File: src/common/synth_regs_pkg.sv
// package: register map, field layout, resets and serial framing for the synth control bank
package synth_regs_pkg;

  // register addresses (six-bit serial address)
  localparam logic [5:0] ADDR_ID_STROBE = 6'h00;
  localparam logic [5:0] ADDR_ENABLES = 6'h01;
  localparam logic [5:0] ADDR_DRV_FORCE = 6'h02;
  localparam logic [5:0] ADDR_REFPATH = 6'h03;
  localparam logic [5:0] ADDR_PRESC = 6'h04;
  localparam logic [5:0] ADDR_PFD = 6'h05;
  localparam logic [5:0] ADDR_PFD_DELAY = 6'h06;

  // strobe bit positions
  localparam int STB_REGS_RST = 0;
  localparam int STB_DIG_RST = 1;
  localparam int STB_TEMP = 3;

  // enable register bit positions
  localparam int EN_BIAS = 1;
  localparam int EN_REFDIV = 2;
  localparam int EN_MOD_CLK_SEL = 9;
  localparam int EN_PUMP = 12;
  localparam int EN_MOD_RSTN = 13;
  localparam int EN_LOCK_RSTN = 14;
  localparam int EN_LOCK_GATE = 11;
  localparam int EN_SLIP_RSTN = 15;

  // driver force, reference path, detector field positions
  localparam int DRV_FORCE_VAL = 0;
  localparam int DRV_FORCE_EN = 1;
  localparam int REF_RATIO_MSB = 13;
  localparam int REF_DIV_SEL = 14;
  localparam int REF_AUTO_SEL = 15;
  localparam int REF_SINE_SEL = 16;
  localparam int PFD_POLARITY = 0;
  localparam int PFD_UP_EN = 1;
  localparam int PFD_DN_EN = 2;

  // widths and reset values
  localparam int DATA_W = 24;
  localparam int ADDR_W = 6;
  localparam int FRAME_BITS = 31;
  localparam logic [15:0] RST_ENABLES = 16'hFE9B;
  localparam logic [1:0] RST_DRV_FORCE = 2'h3;
  localparam logic [16:0] RST_REFPATH = 17'h08001;
  localparam logic RST_PRESC = 1'h0;
  localparam logic [2:0] RST_PFD = 3'h6;
  localparam logic [2:0] RST_PFD_DELAY = 3'h2;

  // decoded control levels toward the analog and digital blocks
  typedef struct packed {
    logic loop_enable;
    logic refdiv_active;
    logic [13:0] refdiv_ratio;
    logic sine_ref_sel;
    logic mod_clk_from_vco;
    logic pump_enable;
    logic mod_run;
    logic lock_run;
    logic lock_gate;
    logic slip_prevent_en;
    logic presc_long_low;
    logic pfd_invert;
    logic pfd_up_en;
    logic pfd_dn_en;
    logic [2:0] pfd_delay;
  } synth_ctrl_t;

endpackage : synth_regs_pkg

File: src/hdl/synth_enable_refpath_pfd_regs.sv
// serial-port control register bank, addresses 00h through 06h
// Overview of operation
// - address zero reads a fixed 24-bit identification word; writes never change it
// - strobe bit 0 written one restores every configuration register default
// - strobe bit 1 written one resets the remaining digital logic
// - strobe bit 3 written one clocks one temperature conversion
// - bias enable bit 1 zero disables the whole loop
// - reference divider enable bit 2 zero holds divider in reset, like bypass
// - enable bit 9 picks modulator clock: one vco feedback, zero reference
// - pump enable bit 12 cleared puts the pump output high impedance
// - bit 13 low holds the fractional modulator in reset
// - bit 14 low resets lock detect; bit 11 gates lock outputs
// - bit 15 releases detector flip-flops for cycle slip prevention
// - force enable one makes pin driver follow force value bit
// - force enable zero drives pin only during a serial read
// - 14-bit ratio divides crystal when divider enabled and selected; zero illegal
// - reference bit 14 one selects divider, zero bypasses; ignored while auto bit 15 is set
// - auto bit 15 bypasses divider when ratio equals one
// - duty mode bit lengthens divider low time from 15 to 47 cycles
// - polarity bit inverts phase detector polarity
// - detector bits 1 and 2 mask up and down outputs
// - three-bit delay setpoint, default two
// - frame: read flag, six address bits, 24 data bits, msb first
`timescale 1ns/1ps
`default_nettype none

module synth_enable_refpath_pfd_regs
  import synth_regs_pkg::*;
#(
  parameter logic [23:0] ID_WORD = 24'hA5C3E1 // arbitrary identification value
) (
  // system
  input wire logic i_clk,
  input wire logic i_reset_n,
  // four-wire serial port pins
  input wire logic i_sclk,
  input wire logic i_sen,
  input wire logic i_sdi,
  // shared lock detect / serial out pin
  input wire logic i_lock_status,
  output logic o_lock_or_serial_out_pin,
  output logic o_lock_or_serial_out_pin_oe,
  // strobes and decoded controls
  output logic o_digital_reset,
  output logic o_temp_clock,
  output synth_ctrl_t o_ctrl
);

  // three-stage pin synchronisers; stage 1 feeds only stage 2
  logic [2:0] sclk_sync_q;
  logic [2:0] sen_sync_q;
  logic [2:0] sdi_sync_q;
  logic sclk_lvl_q;
  logic sen_lvl_q;

  // serial clock pin synchroniser
  always_ff @(posedge i_clk or negedge i_reset_n) begin
    if (!i_reset_n) begin
      sclk_sync_q <= 3'h0;
    end else begin
      sclk_sync_q <= {sclk_sync_q[1:0], i_sclk};
    end
  end

  // frame enable pin synchroniser
  always_ff @(posedge i_clk or negedge i_reset_n) begin
    if (!i_reset_n) begin
      sen_sync_q <= 3'h0;
    end else begin
      sen_sync_q <= {sen_sync_q[1:0], i_sen};
    end
  end

  // serial data pin synchroniser; same depth as the clock so bits stay aligned
  always_ff @(posedge i_clk or negedge i_reset_n) begin
    if (!i_reset_n) begin
      sdi_sync_q <= 3'h0;
    end else begin
      sdi_sync_q <= {sdi_sync_q[1:0], i_sdi};
    end
  end

  // debounced serial clock: changes only once stages two and three agree
  always_ff @(posedge i_clk or negedge i_reset_n) begin
    if (!i_reset_n) begin
      sclk_lvl_q <= 1'h0;
    end else if (sclk_sync_q[1] == sclk_sync_q[2]) begin
      sclk_lvl_q <= sclk_sync_q[2];
    end
  end

  // debounced frame enable; a one-cycle glitch on the pin never opens a frame
  always_ff @(posedge i_clk or negedge i_reset_n) begin
    if (!i_reset_n) begin
      sen_lvl_q <= 1'h0;
    end else if (sen_sync_q[1] == sen_sync_q[2]) begin
      sen_lvl_q <= sen_sync_q[2];
    end
  end

  // edge and level qualifiers; reset level matches the idle low pin, so no false edge
  logic sclk_rise;
  logic sen_active;
  assign sclk_rise = (sclk_sync_q[1] == sclk_sync_q[2]) && sclk_sync_q[2] && !sclk_lvl_q;
  assign sen_active = sen_lvl_q;

  // frame shifter
  logic [5:0] bit_cnt_q;
  logic is_read_q;
  logic [ADDR_W-1:0] addr_q;
  logic [DATA_W-1:0] shift_q;
  logic [DATA_W-1:0] rd_data_q;
  logic wr_commit;
  logic [DATA_W-1:0] wr_data;
  assign wr_data = {shift_q[DATA_W-2:0], sdi_sync_q[2]};

  // a serial bit is taken on each qualified rising edge inside a frame
  logic take_bit;
  assign take_bit = sen_active && sclk_rise;

  // bit counter; stops at the frame length so stray edges cannot wrap it
  always_ff @(posedge i_clk or negedge i_reset_n) begin
    if (!i_reset_n) begin
      bit_cnt_q <= 6'h00;
    end else if (!sen_active) begin
      bit_cnt_q <= 6'h00;
    end else if (sclk_rise && bit_cnt_q < 6'(FRAME_BITS)) begin
      bit_cnt_q <= bit_cnt_q + 6'h01;
    end
  end

  // first bit is the read flag
  always_ff @(posedge i_clk or negedge i_reset_n) begin
    if (!i_reset_n) begin
      is_read_q <= 1'h0;
    end else if (!sen_active) begin
      is_read_q <= 1'h0;
    end else if (sclk_rise && bit_cnt_q == 6'h00) begin
      is_read_q <= sdi_sync_q[2];
    end
  end

  // six address bits, msb first; kept after the frame for the read mux
  always_ff @(posedge i_clk or negedge i_reset_n) begin
    if (!i_reset_n) begin
      addr_q <= 6'h00;
    end else if (take_bit && bit_cnt_q != 6'h00 && bit_cnt_q <= 6'(ADDR_W)) begin
      addr_q <= {addr_q[ADDR_W-2:0], sdi_sync_q[2]};
    end
  end

  // remaining 24 bits are data, msb first
  always_ff @(posedge i_clk or negedge i_reset_n) begin
    if (!i_reset_n) begin
      shift_q <= 24'h000000;
    end else if (take_bit && bit_cnt_q > 6'(ADDR_W) && bit_cnt_q < 6'(FRAME_BITS)) begin
      shift_q <= wr_data;
    end
  end

  // the 31st rising edge (count 30) carries the last data bit and commits the word
  assign wr_commit = take_bit && !is_read_q && bit_cnt_q == 6'(FRAME_BITS - 1);

  // configuration registers
  logic [15:0] enables_q;
  logic [1:0] drv_force_q;
  logic [16:0] refpath_q;
  logic presc_q;
  logic [2:0] pfd_q;
  logic [2:0] pfd_delay_q;
  logic regs_soft_rst;

  // one write select per address; address zero only strobes, unmapped ones store nothing
  logic wr_strobe;
  logic wr_enables;
  logic wr_drv_force;
  logic wr_refpath;
  logic wr_presc;
  logic wr_pfd;
  logic wr_pfd_delay;
  assign wr_strobe = wr_commit && addr_q == ADDR_ID_STROBE;
  assign wr_enables = wr_commit && addr_q == ADDR_ENABLES;
  assign wr_drv_force = wr_commit && addr_q == ADDR_DRV_FORCE;
  assign wr_refpath = wr_commit && addr_q == ADDR_REFPATH;
  assign wr_presc = wr_commit && addr_q == ADDR_PRESC;
  assign wr_pfd = wr_commit && addr_q == ADDR_PFD;
  assign wr_pfd_delay = wr_commit && addr_q == ADDR_PFD_DELAY;

  assign regs_soft_rst = wr_strobe && wr_data[STB_REGS_RST];

  // enable and reset register
  always_ff @(posedge i_clk or negedge i_reset_n) begin
    if (!i_reset_n) begin
      enables_q <= RST_ENABLES;
    end else if (regs_soft_rst) begin
      enables_q <= RST_ENABLES;
    end else if (wr_enables) begin
      enables_q <= wr_data[15:0];
    end
  end

  // pin driver force register
  always_ff @(posedge i_clk or negedge i_reset_n) begin
    if (!i_reset_n) begin
      drv_force_q <= RST_DRV_FORCE;
    end else if (regs_soft_rst) begin
      drv_force_q <= RST_DRV_FORCE;
    end else if (wr_drv_force) begin
      drv_force_q <= wr_data[1:0];
    end
  end

  // reference path register; a zero ratio is stored as written
  always_ff @(posedge i_clk or negedge i_reset_n) begin
    if (!i_reset_n) begin
      refpath_q <= RST_REFPATH;
    end else if (regs_soft_rst) begin
      refpath_q <= RST_REFPATH;
    end else if (wr_refpath) begin
      refpath_q <= wr_data[16:0];
    end
  end

  // prescaler duty mode register
  always_ff @(posedge i_clk or negedge i_reset_n) begin
    if (!i_reset_n) begin
      presc_q <= RST_PRESC;
    end else if (regs_soft_rst) begin
      presc_q <= RST_PRESC;
    end else if (wr_presc) begin
      presc_q <= wr_data[0];
    end
  end

  // phase detector polarity and mask register
  always_ff @(posedge i_clk or negedge i_reset_n) begin
    if (!i_reset_n) begin
      pfd_q <= RST_PFD;
    end else if (regs_soft_rst) begin
      pfd_q <= RST_PFD;
    end else if (wr_pfd) begin
      pfd_q <= wr_data[2:0];
    end
  end

  // phase detector delay register
  always_ff @(posedge i_clk or negedge i_reset_n) begin
    if (!i_reset_n) begin
      pfd_delay_q <= RST_PFD_DELAY;
    end else if (regs_soft_rst) begin
      pfd_delay_q <= RST_PFD_DELAY;
    end else if (wr_pfd_delay) begin
      pfd_delay_q <= wr_data[2:0];
    end
  end

  // digital reset pulse, one cycle per write of a one
  always_ff @(posedge i_clk or negedge i_reset_n) begin
    if (!i_reset_n) begin
      o_digital_reset <= 1'h0;
    end else begin
      o_digital_reset <= wr_strobe && wr_data[STB_DIG_RST];
    end
  end

  // temperature clock pulse; recomputed each cycle so nothing lingers
  always_ff @(posedge i_clk or negedge i_reset_n) begin
    if (!i_reset_n) begin
      o_temp_clock <= 1'h0;
    end else begin
      o_temp_clock <= wr_strobe && wr_data[STB_TEMP];
    end
  end

  // read mux; unmapped addresses read zero
  logic [DATA_W-1:0] rd_mux;
  always_comb begin
    rd_mux = 24'h000000;
    unique case (addr_q)
      ADDR_ID_STROBE: rd_mux = ID_WORD;
      ADDR_ENABLES: rd_mux = {8'h00, enables_q};
      ADDR_DRV_FORCE: rd_mux = {22'h000000, drv_force_q};
      ADDR_REFPATH: rd_mux = {7'h00, refpath_q};
      ADDR_PRESC: rd_mux = {23'h000000, presc_q};
      ADDR_PFD: rd_mux = {21'h000000, pfd_q};
      ADDR_PFD_DELAY: rd_mux = {21'h000000, pfd_delay_q};
      default: rd_mux = 24'h000000;
    endcase
  end

  // read data launched after the last address bit, shifted on rising edges
  always_ff @(posedge i_clk or negedge i_reset_n) begin
    if (!i_reset_n) begin
      rd_data_q <= 24'h000000;
    end else if (sen_active && is_read_q && sclk_rise) begin
      if (bit_cnt_q == 6'(ADDR_W + 1)) rd_data_q <= rd_mux;
      else rd_data_q <= {rd_data_q[DATA_W-2:0], 1'h0};
    end
  end

  // pin data and driver enable; lock status shows outside reads
  logic read_active;
  assign read_active = sen_active && is_read_q && bit_cnt_q > 6'(ADDR_W);

  // pin data: read bit while reading, lock status otherwise
  always_ff @(posedge i_clk or negedge i_reset_n) begin
    if (!i_reset_n) begin
      o_lock_or_serial_out_pin <= 1'h0;
    end else begin
      o_lock_or_serial_out_pin <= read_active ? rd_data_q[DATA_W-1] : i_lock_status;
    end
  end

  // pin driver enable; forcing it off also blocks reads, the host then sees a floating line
  always_ff @(posedge i_clk or negedge i_reset_n) begin
    if (!i_reset_n) begin
      o_lock_or_serial_out_pin_oe <= 1'h0;
    end else if (drv_force_q[DRV_FORCE_EN]) begin
      o_lock_or_serial_out_pin_oe <= drv_force_q[DRV_FORCE_VAL];
    end else begin
      o_lock_or_serial_out_pin_oe <= read_active;
    end
  end

  // decoded controls, next value; every field is written so nothing latches
  synth_ctrl_t ctrl_d;
  always_comb begin
    ctrl_d.loop_enable = enables_q[EN_BIAS];
    ctrl_d.refdiv_active = enables_q[EN_REFDIV] &&
      (refpath_q[REF_AUTO_SEL] ? refpath_q[REF_RATIO_MSB:0] != 14'h0001
                               : refpath_q[REF_DIV_SEL]);
    // ratio passed through; keeping it legal is up to software
    ctrl_d.refdiv_ratio = refpath_q[REF_RATIO_MSB:0];
    // sine select passed out as written
    ctrl_d.sine_ref_sel = refpath_q[REF_SINE_SEL];
    ctrl_d.mod_clk_from_vco = enables_q[EN_MOD_CLK_SEL];
    ctrl_d.pump_enable = enables_q[EN_PUMP];
    ctrl_d.mod_run = enables_q[EN_MOD_RSTN];
    ctrl_d.lock_run = enables_q[EN_LOCK_RSTN];
    ctrl_d.lock_gate = enables_q[EN_LOCK_GATE];
    ctrl_d.slip_prevent_en = enables_q[EN_SLIP_RSTN];
    ctrl_d.presc_long_low = presc_q;
    ctrl_d.pfd_invert = pfd_q[PFD_POLARITY];
    ctrl_d.pfd_up_en = pfd_q[PFD_UP_EN];
    ctrl_d.pfd_dn_en = pfd_q[PFD_DN_EN];
    ctrl_d.pfd_delay = pfd_delay_q;
  end

  // decoded controls registered so every output is a flop; costs one clock of lag
  always_ff @(posedge i_clk or negedge i_reset_n) begin
    if (!i_reset_n) begin
      o_ctrl <= '0;
    end else begin
      o_ctrl <= ctrl_d;
    end
  end

endmodule : synth_enable_refpath_pfd_regs

`default_nettype wire

File: config.mk
export PLATFORM = sky130hd
export DESIGN_NAME = synth_enable_refpath_pfd_regs
export DESIGN_NICKNAME = d
export VERILOG_FILES = /design/src/common/synth_regs_pkg.sv /design/src/hdl/synth_enable_refpath_pfd_regs.sv
export SDC_FILE = /design/constraint.sdc
export NUM_CORES = 1
export LEC_CHECK = 0
export BUFFER_PORTS_ARGS = -buffer_cell sky130_fd_sc_hd__buf_4
export CAP_MARGIN = 25
export CORE_UTILIZATION = 55
export DETAILED_ROUTE_END_ITERATION = 10
export PLACE_DENSITY = 0.74
export SYNTH_ARGS = -nofsm -noshare
export SYNTH_HDL_FRONTEND = slang
export SYNTH_SLANG_ARGS = --single-unit
File: constraint.sdc
create_clock -name i_clk -period 3.92 [get_ports i_clk]
set_clock_uncertainty 0.15 [all_clocks]
set_input_delay 0.392 -clock i_clk [delete_from_list [all_inputs] [get_ports i_clk]]
set_output_delay 0.392 -clock i_clk [all_outputs]
set_load 0.02 [all_outputs]
* After elaboration in Yosys (flattened, before gate mapping) *
Cells that the tools add are included.

word-level totals
  bits in registers = 140
  latch bits = 0
  bits in writable memories = 0
  ROM bits = 0
  input port bits = 6
  word-level logic and storage cells = 109
  memories = 0

cells by class
  add/sub/neg operators = 1
  $mul = 0
  divide/modulo/power cells = 0
  magnitude comparators = 3
  eq/ne operators = 13
  shifts and indexed selects = 0
  muxes and demuxes = 21
  bitwise operators = 0
  reductions and logical operators = 36

operator list
  cell                                                                              count
  24-bit one-hot mux with 7 select lines                                            1
  17-bit two-way mux                                                                2
  16-bit two-way mux                                                                2
  1-bit logical AND                                                                 25
  6-bit by 3-bit == test with 1-bit output, second input constant                   4
  24-bit two-way mux                                                                1
  14-bit by 1-bit != test with 1-bit output, second input constant                  1
  6-bit by 2-bit == test with 1-bit output, second input constant                   2
  6-bit logical NOT                                                                 2
  3-bit two-way mux                                                                 4
  6-bit two-way mux                                                                 2
  2-bit nonzero test                                                                6
  1-bit two-way mux                                                                 7
  6-bit by 1-bit adder with 6-bit output, second input constant                     1
  6-bit by 1-bit == test with 1-bit output, second input constant                   1
  6-bit by 5-bit == test with 1-bit output, second input constant                   1
  6-bit by 3-bit > comparator with 1-bit output, second input constant              1
  6-bit by 3-bit less-or-equal comparator with 1-bit output, second input constant  1
  6-bit by 5-bit < comparator with 1-bit output, second input constant              1
  6-bit nonzero test                                                                1
  2-bit two-way mux                                                                 2
  2-bit by 1-bit != test with 1-bit output, second input constant                   2
  1-bit == test                                                                     2
  1-bit logical NOT                                                                 2

* Depth between registers and ports, before layout *
Gate-level depths: netlist of the first run.

  word-level depth = 9
  depth in mapped cells = 8
  mapped depth without buffers = 6

* Worst setup path before layout of the first run *
OpenSTA, ideal clock, no wires.

  kind = register to register
  start = register bit_cnt_q[0]
  end = register shift_q[10]
  library setup time = 125 ps
  arrival = 1797 ps
  data required time = 3645 ps
  path slack = 1848 ps
  cell stages (with the launch flop) = 7
  path buffers = 1
  path through = dfrtp_1 -> inv_1 -> ha_1 -> o21a_1 -> nor3b_2 -> buf_6 -> mux2_2

between the ends
  longest elaborated chain between the ends = 3

RTL lines
  item                                           RTL line                              RTL
  from (decl)                                    synth_enable_refpath_pfd_regs.sv:108  logic [5:0] bit_cnt_q;
  from (signal assigned)                         synth_enable_refpath_pfd_regs.sv:128  bit_cnt_q <= bit_cnt_q + 6'h01;
  6-bit by 3-bit > comparator with 1-bit output  synth_enable_refpath_pfd_regs.sv:156  end else if (take_bit && bit_cnt_q > 6'(ADDR_W) && bit_cnt_q < 6'(FRAME_BITS)) begin
  1-bit logical AND                              synth_enable_refpath_pfd_regs.sv:156
  1-bit logical AND *                            synth_enable_refpath_pfd_regs.sv:156
  to (signal assigned)                           synth_enable_refpath_pfd_regs.sv:157  shift_q <= wr_data;
  to (decl)                                      synth_enable_refpath_pfd_regs.sv:111  logic [DATA_W-1:0] shift_q;

Every way passes the cells marked *; elsewhere a longest branch is shown, timed or not.
A chain may end at the register's enable or synchronous reset.

* Worst setup path in the final report of the first run *
  start = register addr_q[2]
  end = register refpath_q[3]

between the ends
  longest elaborated chain between the ends = 4

RTL lines
  item                                                             RTL line                              RTL
  from (decl)                                                      synth_enable_refpath_pfd_regs.sv:110  logic [ADDR_W-1:0] addr_q;
  from (signal assigned)                                           synth_enable_refpath_pfd_regs.sv:148  addr_q <= {addr_q[ADDR_W-2:0], sdi_sync_q[2]};
  6-bit logical NOT                                                synth_enable_refpath_pfd_regs.sv:181  assign wr_strobe = wr_commit && addr_q == ADDR_ID_STROBE;
  1-bit logical AND                                                synth_enable_refpath_pfd_regs.sv:181
  1-bit logical AND                                                synth_enable_refpath_pfd_regs.sv:189  assign regs_soft_rst = wr_strobe && wr_data[STB_REGS_RST];
  17-bit two-way mux / 2-bit nonzero test (equally long branches)  n/a
  to (signal assigned)                                             synth_enable_refpath_pfd_regs.sv:220  refpath_q <= wr_data[16:0];
  to (decl)                                                        synth_enable_refpath_pfd_regs.sv:167  logic [16:0] refpath_q;

Several ways; a longest one is shown, not always the timed one.

==> results.toml, run 1 <==
[critical_path]
path_class = "reg -> reg"
reg2reg_depth = 4
path_max_fanout = 17
cp.required_ns = 4.18
cp_data_arrival_time_ns = 3.14
worst_setup_path_end_kind = "flip-flop"
crit_path_start_kind = "flip-flop"
r2r_slack_ns = 1.04

[cells_and_area]
layout_commonest_cell = "dfrtp_1"
nNetsFinal = 561
regArea_um2 = 3530
post_route_cells_drive_above_1_share_pct = 22.2
mostFrequentLayoutCells = "dfrtp_1 (121), nand2_1 (97), a21oi_1 (45)"
area_delta_synth_final_pct = 16.0
fin_cells = 700
fin_util_pct = 65.5
fillers = 777
diodes = 0
multiInputGateArea_um2 = 2080

[run]
maxCapViolations = 0

[synth]
synth_top_area_share_pct = 52.2
synth_area_um2 = 5800
syn_inst = 517
synthArstFlopShare_pct = 100
yosys.area.top_type = "dfrtp_1"
postSynthNetCount = 527
synth_enable_flop_cells = 0
synth_ff_type = "dfrtp_1"
syn_avg_cell_area_um2 = 11.2
yosysUniqueCellTypes = 55
synth-seq-cells = 140
ys_seq_area_share_pct = 60.8
synthTopCellsByArea = "dfrtp_1 (52%), dfstp_2 (8.6%), nand2_1 (6.3%)"
ys_warn_count = 0

[timing]
tns_ns = 0
max_slew.worst_pin.slew_ns = 1.02
hold_viol_final = 0
rsz0062_at_grt = "false"
min_period_ns = 2.88
fmax_mhz = 347
max-slew-margin-rel_pct = 32.3
period_share_pct = 73.4
final_max_slew_viol_count = 0
setup_viol = 0

[cts]
ctsHoldBuffers = 5
insertion_delay_ns = 0.54
cts_resized = 0
cts_buffers = 17
clockBufferDepth = 2
cts.sinks = 140
clk_pin_slew_ns = 0.06
cts_setup_buffers = 0
cts_htree_levels = 4
cts-root-buf = "clkbuf_8"
cts_tree = "done"

[floorplan]
initial_utilization_pct = 56.5
dieArea_um2 = 11000
io-pin-count = 40
chipWidth_um = 105
core_um2 = 10300
dieHeight_um = 105
num_rows = 37

[route]
ant_nets = 0
firstDrtPassIters = 5
vias = 4089
via_per_inst = 5.84
postRouteWirelength_mm = 12.3
post_drt_wl_per_cell_um = 17.6
drtIter0Drc = 358
drc = 0

[power_and_ir_drop]
p_leak_nw = 3.11
ir_worst_vdd_v = 0.000443
p_per_area_nw_per_um2 = 481

[placed_design]
dp.cells = 663
port_buffers = 39
dp_hpwl_mm = 7.99
place.gp.congestion = 0.854

[min_path]
hold-path-cell-count = 0
hold_path.class = "reg -> reg"

[global_route]
grt_pass1_wl_mm = 20.2
grt_overflow = 0
grt_antenna_before_repair = 0
track_usage_pct = 24.1
grt_max_degree = 86
grt_pass1_vias = 3904

[status]
outcome = "finished, final reports clean"
power by group:
group | switching [mW] | total, mW | internal, mW
logic | 0.0939 | 0.163 | 0.0695
clock network | 0.591 | 1.51 | 0.920
registers | 0.0610 | 1.56 | 1.50
total | 0.746 | 3.24 | 2.49
cells by family (layout without fill, tap and decap cells):
logic type / Yosys count / after routing / share of synthesized area [%]
XOR/XNOR: 2 / 2 / 0.302
AND/OR/NAND/NOR: 201 / 201 / 17.5
flip-flops: 140 / 140 / 60.8
buffers and inverters: 37 / 84 / 3.34
AO/OA/AOI/OAI: 93 / 93 / 9.75
multiplexers: 39 / 39 / 7.27
adder cells (fa/ha/maj): 5 / 5 / 1.04
flip-flops by register name, summed over array words and instances, names as in the netlist, 6 cells and up:
name and flops:
addr_q 6, bit_cnt_q 6, enables_q 16, o_ctrl 30, rd_data_q 24, refpath_q 17, shift_q 16
routing by layer:
metal | wire [µm] | up-vias | GRT usage (%)
met5 | 0 | - | 0
met4 | 216 | 0 | 9.36
met3 | 766 | 18 | 7.17
met2 | 5830 | 129 | 35.5
met1 | 5500 | 2045 | 33.9
li1 | - | 1897 | -
critical path: stages (launching register included):
cell and delay (ns):
dfrtp_1 0.56, nor4_4 0.79, nand4_1 0.82, nand2_1 0.31, a21oi_1 0.11
per-stage QoR:
stage	hold slack (ns)	setup slack (ns)	total power [mW]	instance area (µm²)
final	0.193	1.04	3.24	6730
after global routing	0.207	0.782	3.35	6730
after CTS	0.198	1.09	3.26	6730
after detailed placement	0.186	1.14	1.74	6120
after global placement	0.183	1.22	1.74	6120
after floorplan	-0.0536	1.85	1.68	5800
path summary, 6_finish.rpt:
path	start	endpoint
min in group asynchronous	i_reset_n	sen_sync_q[1]$_DFF_PN0_
worst max register to register	addr_q[2]$_DFFE_PN0P_	refpath_q[3]$_DFFE_PN0P_
worst max-delay path	addr_q[2]$_DFFE_PN0P_	refpath_q[3]$_DFFE_PN0P_
max in group asynchronous	i_reset_n	enables_q[10]$_DFFE_PN1P_
worst min register to register	sdi_sync_q[1]$_DFF_PN0_	sdi_sync_q[2]$_DFF_PN0_
worst min-delay path	sdi_sync_q[1]$_DFF_PN0_	sdi_sync_q[2]$_DFF_PN0_
final cells by class:
| class | count | area share, % |
|---|---|---|
| multi-input combinational | 340 | 30.9 |
| tap | 136 | 2.53 |
| timing repair buffer | 48 | 5.60 |
| clock inverter | 11 | 1.80 |
| clock buffer | 21 | 6.53 |
| sequential | 140 | 52.4 |
| inverter | 4 | 0.223 |
cell usage after synthesis, drive strengths merged, types with 4 or more instances:
cell / n
nand3: 24
mux2i: 14
a31oi: 5
o22ai: 8
buf: 15
nand2: 97
o21ai: 11
and4: 4
dfrtp: 121
and3: 6
inv: 4
dfstp: 19
nand4: 9
o2111ai: 7
nor2b: 7
a21oi: 45
mux2: 25
ha: 4
clkbuf: 18
nor3: 4
nor2: 27
Power figures use the tool's default switching activity.
==> run 2, diff against run 1 <==
- ABC_AREA: not set -> 1
- clock period: 3.92 -> 2.85 ns (I/O delays scaled with it)
==> run 2 against run 1 <==
Compared with the run above: via count is 9.5% higher; synthesized cell count is 20% higher; count of clock-buffer cells in the layout is 1 higher; setup slack worse by 0.44 ns; die area is 0.64% higher; routed wire length is 5.2% higher; global-route usage is 2.1 points higher; area after synthesis is 0.65% higher; utilization is 1.8 points higher; non-clock buffer count is 2 higher; fmax is 28% higher.
==> results.toml, run 2 <==
[cts]
insertion_delay_ns = 0.53
cts_buffers = 17
cts.sinks = 140
cts_tree = "done"
cts-root-buf = "clkbuf_8"
cts_htree_levels = 4
clk_pin_slew_ns = 0.06
cts_resized = 0
clockBufferDepth = 2

[global_route]
grt_antenna_before_repair = 0
grt_pass1_vias = 4467
use_met3_pct = 6.99
grt_overflow = 0
track_usage_pct = 26.2
grt.met1_usage_pct = 36.0
globalRouteMet2Util_pct = 40.5
grt-busiest-layer = "met2"
grt_pass1_wl_mm = 22.0
grt_max_degree = 72

[synth]
yosys.area.top_type = "dfrtp_1"
synthArstFlopShare_pct = 100
ys_warn_count = 0
synth_most_common_cell = "nand2_1"
synth_enable_flop_cells = 0
ys_seq_area_share_pct = 60.4
synth_area_um2 = 5840
syn_avg_cell_area_um2 = 9.45
syn_inst = 618
yosysUniqueCellTypes = 39
yosys-top-cells-count = "nand2_1 (162), dfrtp_1 (121), nor2_1 (58)"
synth-seq-cells = 140
synth_ff_type = "dfrtp_1"
synth_top_area_share_pct = 51.9
postSynthNetCount = 628
synthTopCellsByArea = "dfrtp_1 (52%), nand2_1 (10%), dfstp_2 (8.5%)"

[floorplan]
chipWidth_um = 105
core_um2 = 10300
dieHeight_um = 105
io-pin-count = 40
num_rows = 37
dieArea_um2 = 11000
initial_utilization_pct = 56.6

[placed_design]
port_buffers = 39
dp.cells = 780
dp_hpwl_mm = 8.83
place.gp.congestion = 0.884

[critical_path]
crit_path_start_kind = "flip-flop"
worst_setup_path_end_kind = "flip-flop"
path_max_fanout = 17
path_class = "reg -> reg"
cp.required_ns = 3.11
cp_data_arrival_time_ns = 2.52

[cells_and_area]
diodes = 0
area_delta_synth_final_pct = 18.9
reg_top3 = "o_ctrl: 30 flops, rd_data_q: 24 flops, refpath_q: 17 flops"
mostFrequentLayoutCells = "nand2_1 (162), dfrtp_1 (121), nor2_1 (58)"
layout_commonest_cell = "nand2_1"
largest_reg_flops = 30
top_register = "o_ctrl"
nNetsFinal = 678
fin_cells = 817
post_route_cells_drive_above_1_share_pct = 18.5
fin_util_pct = 67.3
fillers = 752

[power_and_ir_drop]
combPwrFrac_pct = 9.5
p_per_area_nw_per_um2 = 722
ir_worst_vdd_v = 0.000371
pwr-share-clk_pct = 47.3
p_leak_nw = 3.45
switching_share_pct = 24.1
p_int_mw = 3.81
p_switching_mw = 1.21
pwr-share-seq_pct = 43.2

[route]
drtIter0Drc = 367
vias = 4479
post_drt_wl_per_cell_um = 15.9
postRouteWirelength_mm = 13.0
ant_nets = 0
drc = 0
via_per_inst = 5.48
firstDrtPassIters = 5

[timing]
fmax_mhz = 444
tns_ns = 0
final_max_slew_viol_count = 0
min_period_ns = 2.25
fin_hold_ws_ns = 0.189
period_share_pct = 79.0
hold_viol_final = 0
max_slew.worst_pin.slew_ns = 0.706
max-slew-margin-rel_pct = 52.9
rsz0062_at_grt = "false"
setup_viol = 0

[status]
outcome = "finished, final reports clean"

[min_path]
hold_path.class = "in -> async"

[run]
maxCapViolations = 0
[run 2: changes by cell type in the layout (fill, tap and decap cells not counted), moves of 9 or more]
cell / previous run / this run
nand2_1: 97 / 162
inv_1: 4 / 57
nor2_1: 27 / 58
o21ai_0: 10 / 37
mux2i_1: 14 / 0
mux2_2: 25 / 1
o211ai_2: 0 / 9
[run 2: cell type report]
class / count / area (µm²) / area share [%]
Inverter: 62 / 233 / 3.35
Multi-Input combinational cell: 397 / 1970 / 28.4
Timing Repair Buffer: 50 / 404 / 5.82
Clock buffer: 22 / 453 / 6.52
Tap cell: 136 / 170 / 2.45
Clock inverter: 10 / 188 / 2.70
Sequential cell: 140 / 3530 / 50.8
[run 2: per-stage QoR]
step           total power, mW  worst slack, ns  area [µm²]
2_1_floorplan             2.52             1.05        5840
3_3_place_gp              2.65            0.747        6250
3_5_place_dp              2.66            0.622        6250
4_1_cts                   5.04            0.613        6940
5_1_grt                   5.20            0.427        6940
6_report                  5.02            0.597        6940
[run 2: power groups by stage]
stage                     clock network, mW  logic, mW  registers, mW
after global placement                    0      0.453           2.20
after floorplan                           0      0.339           2.18
after CTS                              2.39      0.479           2.17
final                                  2.37      0.476           2.17
after global routing                   2.48      0.539           2.18
after detailed placement                  0      0.465           2.20
[run 2: repair_timing]
action | 4_1_cts | 5_1_grt
hold endpoints to repair | 68 | 0
hold buffers | 5 | 0
buffers inserted | 0 | 0
[run 2: critical path, cell delays in order (launching register included)]
cell and delay, ns:
dfrtp_1 0.40, inv_1 0.13, ha_1 0.24, nand4_1 0.17
nor3_4 0.35, nand3_4 0.32, nand2_2 0.19, inv_2 0.07
nand2_1 0.07, nand2_1 0.06
[run 2: cells by family after synthesis]
group	synth area share, %
AO/OA/AOI/OAI	12.0
adder cells (fa/ha/maj)	1.03
buffers and inverters	5.87
flip-flops	60.4
multiplexers	0.193
AND/OR/NAND/NOR	20.5
[run 2: final timing paths]
kind	slack, ns	to	depth (start not counted)	from
min in group i_clk	0.20	sclk_sync_q[1]$_DFF_PN0_	0	sclk_sync_q[0]$_DFF_PN0_
min reg2reg	0.20	sclk_sync_q[1]$_DFF_PN0_	0	sclk_sync_q[0]$_DFF_PN0_
max	0.60	enables_q[6]$_DFFE_PN0P_	9	bit_cnt_q[0]$_DFFE_PN0P_
max reg2reg	0.60	enables_q[6]$_DFFE_PN0P_	9	bit_cnt_q[0]$_DFFE_PN0P_
min	0.19	addr_q[2]$_DFFE_PN0P_	2	i_reset_n
max in group asynchronous	1.55	enables_q[13]$_DFFE_PN1P_	3	i_reset_n
[run 2: layer usage]
layer	vias up	routed length, µm
li1	2109	-
met1	2185	5800
met2	162	6120
met3	23	812
met4	0	215
met5	-	0
==> run 3, diff against run 2 <==
- ABC_AREA: 1 -> 0
- clock period: 2.85 -> 2.2 ns (I/O delays scaled with it)
==> run 3 against run 2 <==
Compared with the run above: via count down 7.3%; count of clock-buffer cells in the layout shrank 3; sequential power increased by 27%; non-clock buffer count rose by 16; die area down 0.64%; total power increased by 17%; utilization rose by 0.18 points; combinational power is 30% lower; fmax grew 8.1%; setup slack got worse by 0.48 ns; final cell count shrank 12%; clock power rose by 18%; critical path type unchanged; critical endpoint is now shift_q[11]$_DFFE_PN0P_.
==> results.toml, run 3 (same netlist as run 1, synthesis figures left out) <==
[status]
outcome = "finished, final reports clean"

[floorplan]
dieArea_um2 = 11000
io-pin-count = 40
num_rows = 37
core_um2 = 10300
chipWidth_um = 105
dieHeight_um = 105
initial_utilization_pct = 56.5

[route]
via_per_inst = 5.78
ant_nets = 0
firstDrtPassIters = 5
post_drt_wl_per_cell_um = 17.8
postRouteWirelength_mm = 12.8
vias = 4151
drtIter0Drc = 252
drc = 0

[placed_design]
detailed_place.area_um2 = 6290
place.gp.congestion = 0.874
port_buffers = 39
dp_hpwl_mm = 8.39

[timing]
final_max_slew_viol_count = 0
min_period_ns = 2.08
fmax_mhz = 480
period_share_pct = 94.7
hold_viol_final = 0
max_slew.worst_pin.slew_ns = 0.573
setup_viol = 0
max-slew-margin-rel_pct = 61.5
rsz0062_at_grt = "false"
tns_ns = 0
fin_hold_ws_ns = 0.0342

[power_and_ir_drop]
ir_worst_vdd_v = 0.000690
p_leak_nw = 3.22
p_per_area_nw_per_um2 = 848

[critical_path]
cp.required_ns = 2.47
path_class = "reg -> reg"
critPathSlowestCell = "dfrtp_1"
worst_setup_path_end_kind = "flip-flop"
r2r_slack_ns = 0.12
cp_data_arrival_time_ns = 2.35
cp_cell_sequence = "ha_1, nor3b_4, o21ai_2, nor3b_2, buf_12, mux2_2"
max_stage_delay_ns = 0.35
crit_path_start_kind = "flip-flop"
path_max_fanout = 16
crit_start = "sclk_sync_q[1]$_DFF_PN0_"
r2r-start = "sclk_sync_q[1]$_DFF_PN0_"

[cts]
insertion_delay_ns = 0.54
cts_htree_levels = 4
cts_buffers = 17
cts_tree = "done"
clockBufferDepth = 2
cts_setup_buffers = 0
cts.sinks = 140
clk_pin_slew_ns = 0.06
cts-root-buf = "clkbuf_8"

[global_route]
grt_antenna_before_repair = 0
grt_pass1_wl_mm = 21.4
track_usage_pct = 25.5
grt_max_degree = 50
grt_pass1_vias = 4174
grt_overflow = 0

[cells_and_area]
nNetsFinal = 579
post_route_cells_drive_above_1_share_pct = 25.3
top_register = "o_ctrl"
diodes = 0
layout_commonest_cell = "dfrtp_1"
largest_reg_flops = 30
mostFrequentLayoutCells = "dfrtp_1 (121), nand2_1 (97), buf_4 (57)"
final_area_um2 = 6930
fin_util_pct = 67.4
area_delta_synth_final_pct = 19.5
reg_top3 = "o_ctrl: 30 flops, rd_data_q: 24 flops, refpath_q: 17 flops"

[min_path]
hold_path.class = "in -> async"

[run]
maxCapViolations = 0
run 3: cell type report:
cell class | count | area (µm²)
repair buffers | 66 | 549
well taps | 136 | 170
fillers | 784 | 3350
inverters | 4 | 15.0
clock buffers | 19 | 442
multi-input cells | 340 | 2090
flip-flops and latches | 140 | 3530
clock inverters | 13 | 139
run 3: through the flow:
| step | setup slack (ns) | power (mW) | cells |
|---|---|---|---|
| floorplan | 0.128 | 2.99 | 517 |
| finish | 0.117 | 5.88 | 718 |
| detailed placement | 0.0109 | 3.13 | 681 |
| global route | 0.0162 | 6.08 | 718 |
| CTS | 0.0465 | 5.91 | 718 |
| global placement | 0.119 | 3.10 | 681 |
run 3: critical path, delay by kind of cell, from the launching register on:
kind,cells,cell delay [ns]
AO/OA/AOI/OAI,1,0.15
adder cells (fa/ha/maj),1,0.19
multiplexers,1,0.35
buffers and inverters,1,0.20
AND/OR/NAND/NOR,2,0.56
flip-flops,1,0.35
run 3: worst paths after layout:
kind,to,cells after the start
min,sen_sync_q[0]$_DFF_PN0_,2
max in group asynchronous,enables_q[13]$_DFFE_PN1P_,3
max,shift_q[11]$_DFFE_PN0P_,6
max reg2reg,shift_q[11]$_DFFE_PN0P_,6
min in group i_clk,sdi_sync_q[0]$_DFF_PN0_,2
min reg2reg,sclk_sync_q[1]$_DFF_PN0_,0
run 3: where the power goes:
part | switching (mW) | internal, mW | total [mW]
clock network | 1.11 | 1.68 | 2.79
logic | 0.194 | 0.138 | 0.332
registers | 0.0844 | 2.68 | 2.76
total | 1.39 | 4.49 | 5.88
run 3: routing by layer:
metal / GRT usage, % / vias up / routed length [µm]
met5: 0 / - / 0
met4: 11.5 / 0 / 285
met3: 7.05 / 19 / 585
met2: 38.1 / 118 / 6120
met1: 35.1 / 2087 / 5770
li1: - / 1927 / -
run 3: timing repair:
action                                 in CTS  in global routing
endpoints found under the hold margin     129                  0
hold buffers                                5                  0
pin swaps                                   0                  1
gates cloned                                0                  0
gates resized for setup                     1                  1
setup endpoints to repair                   3                 23
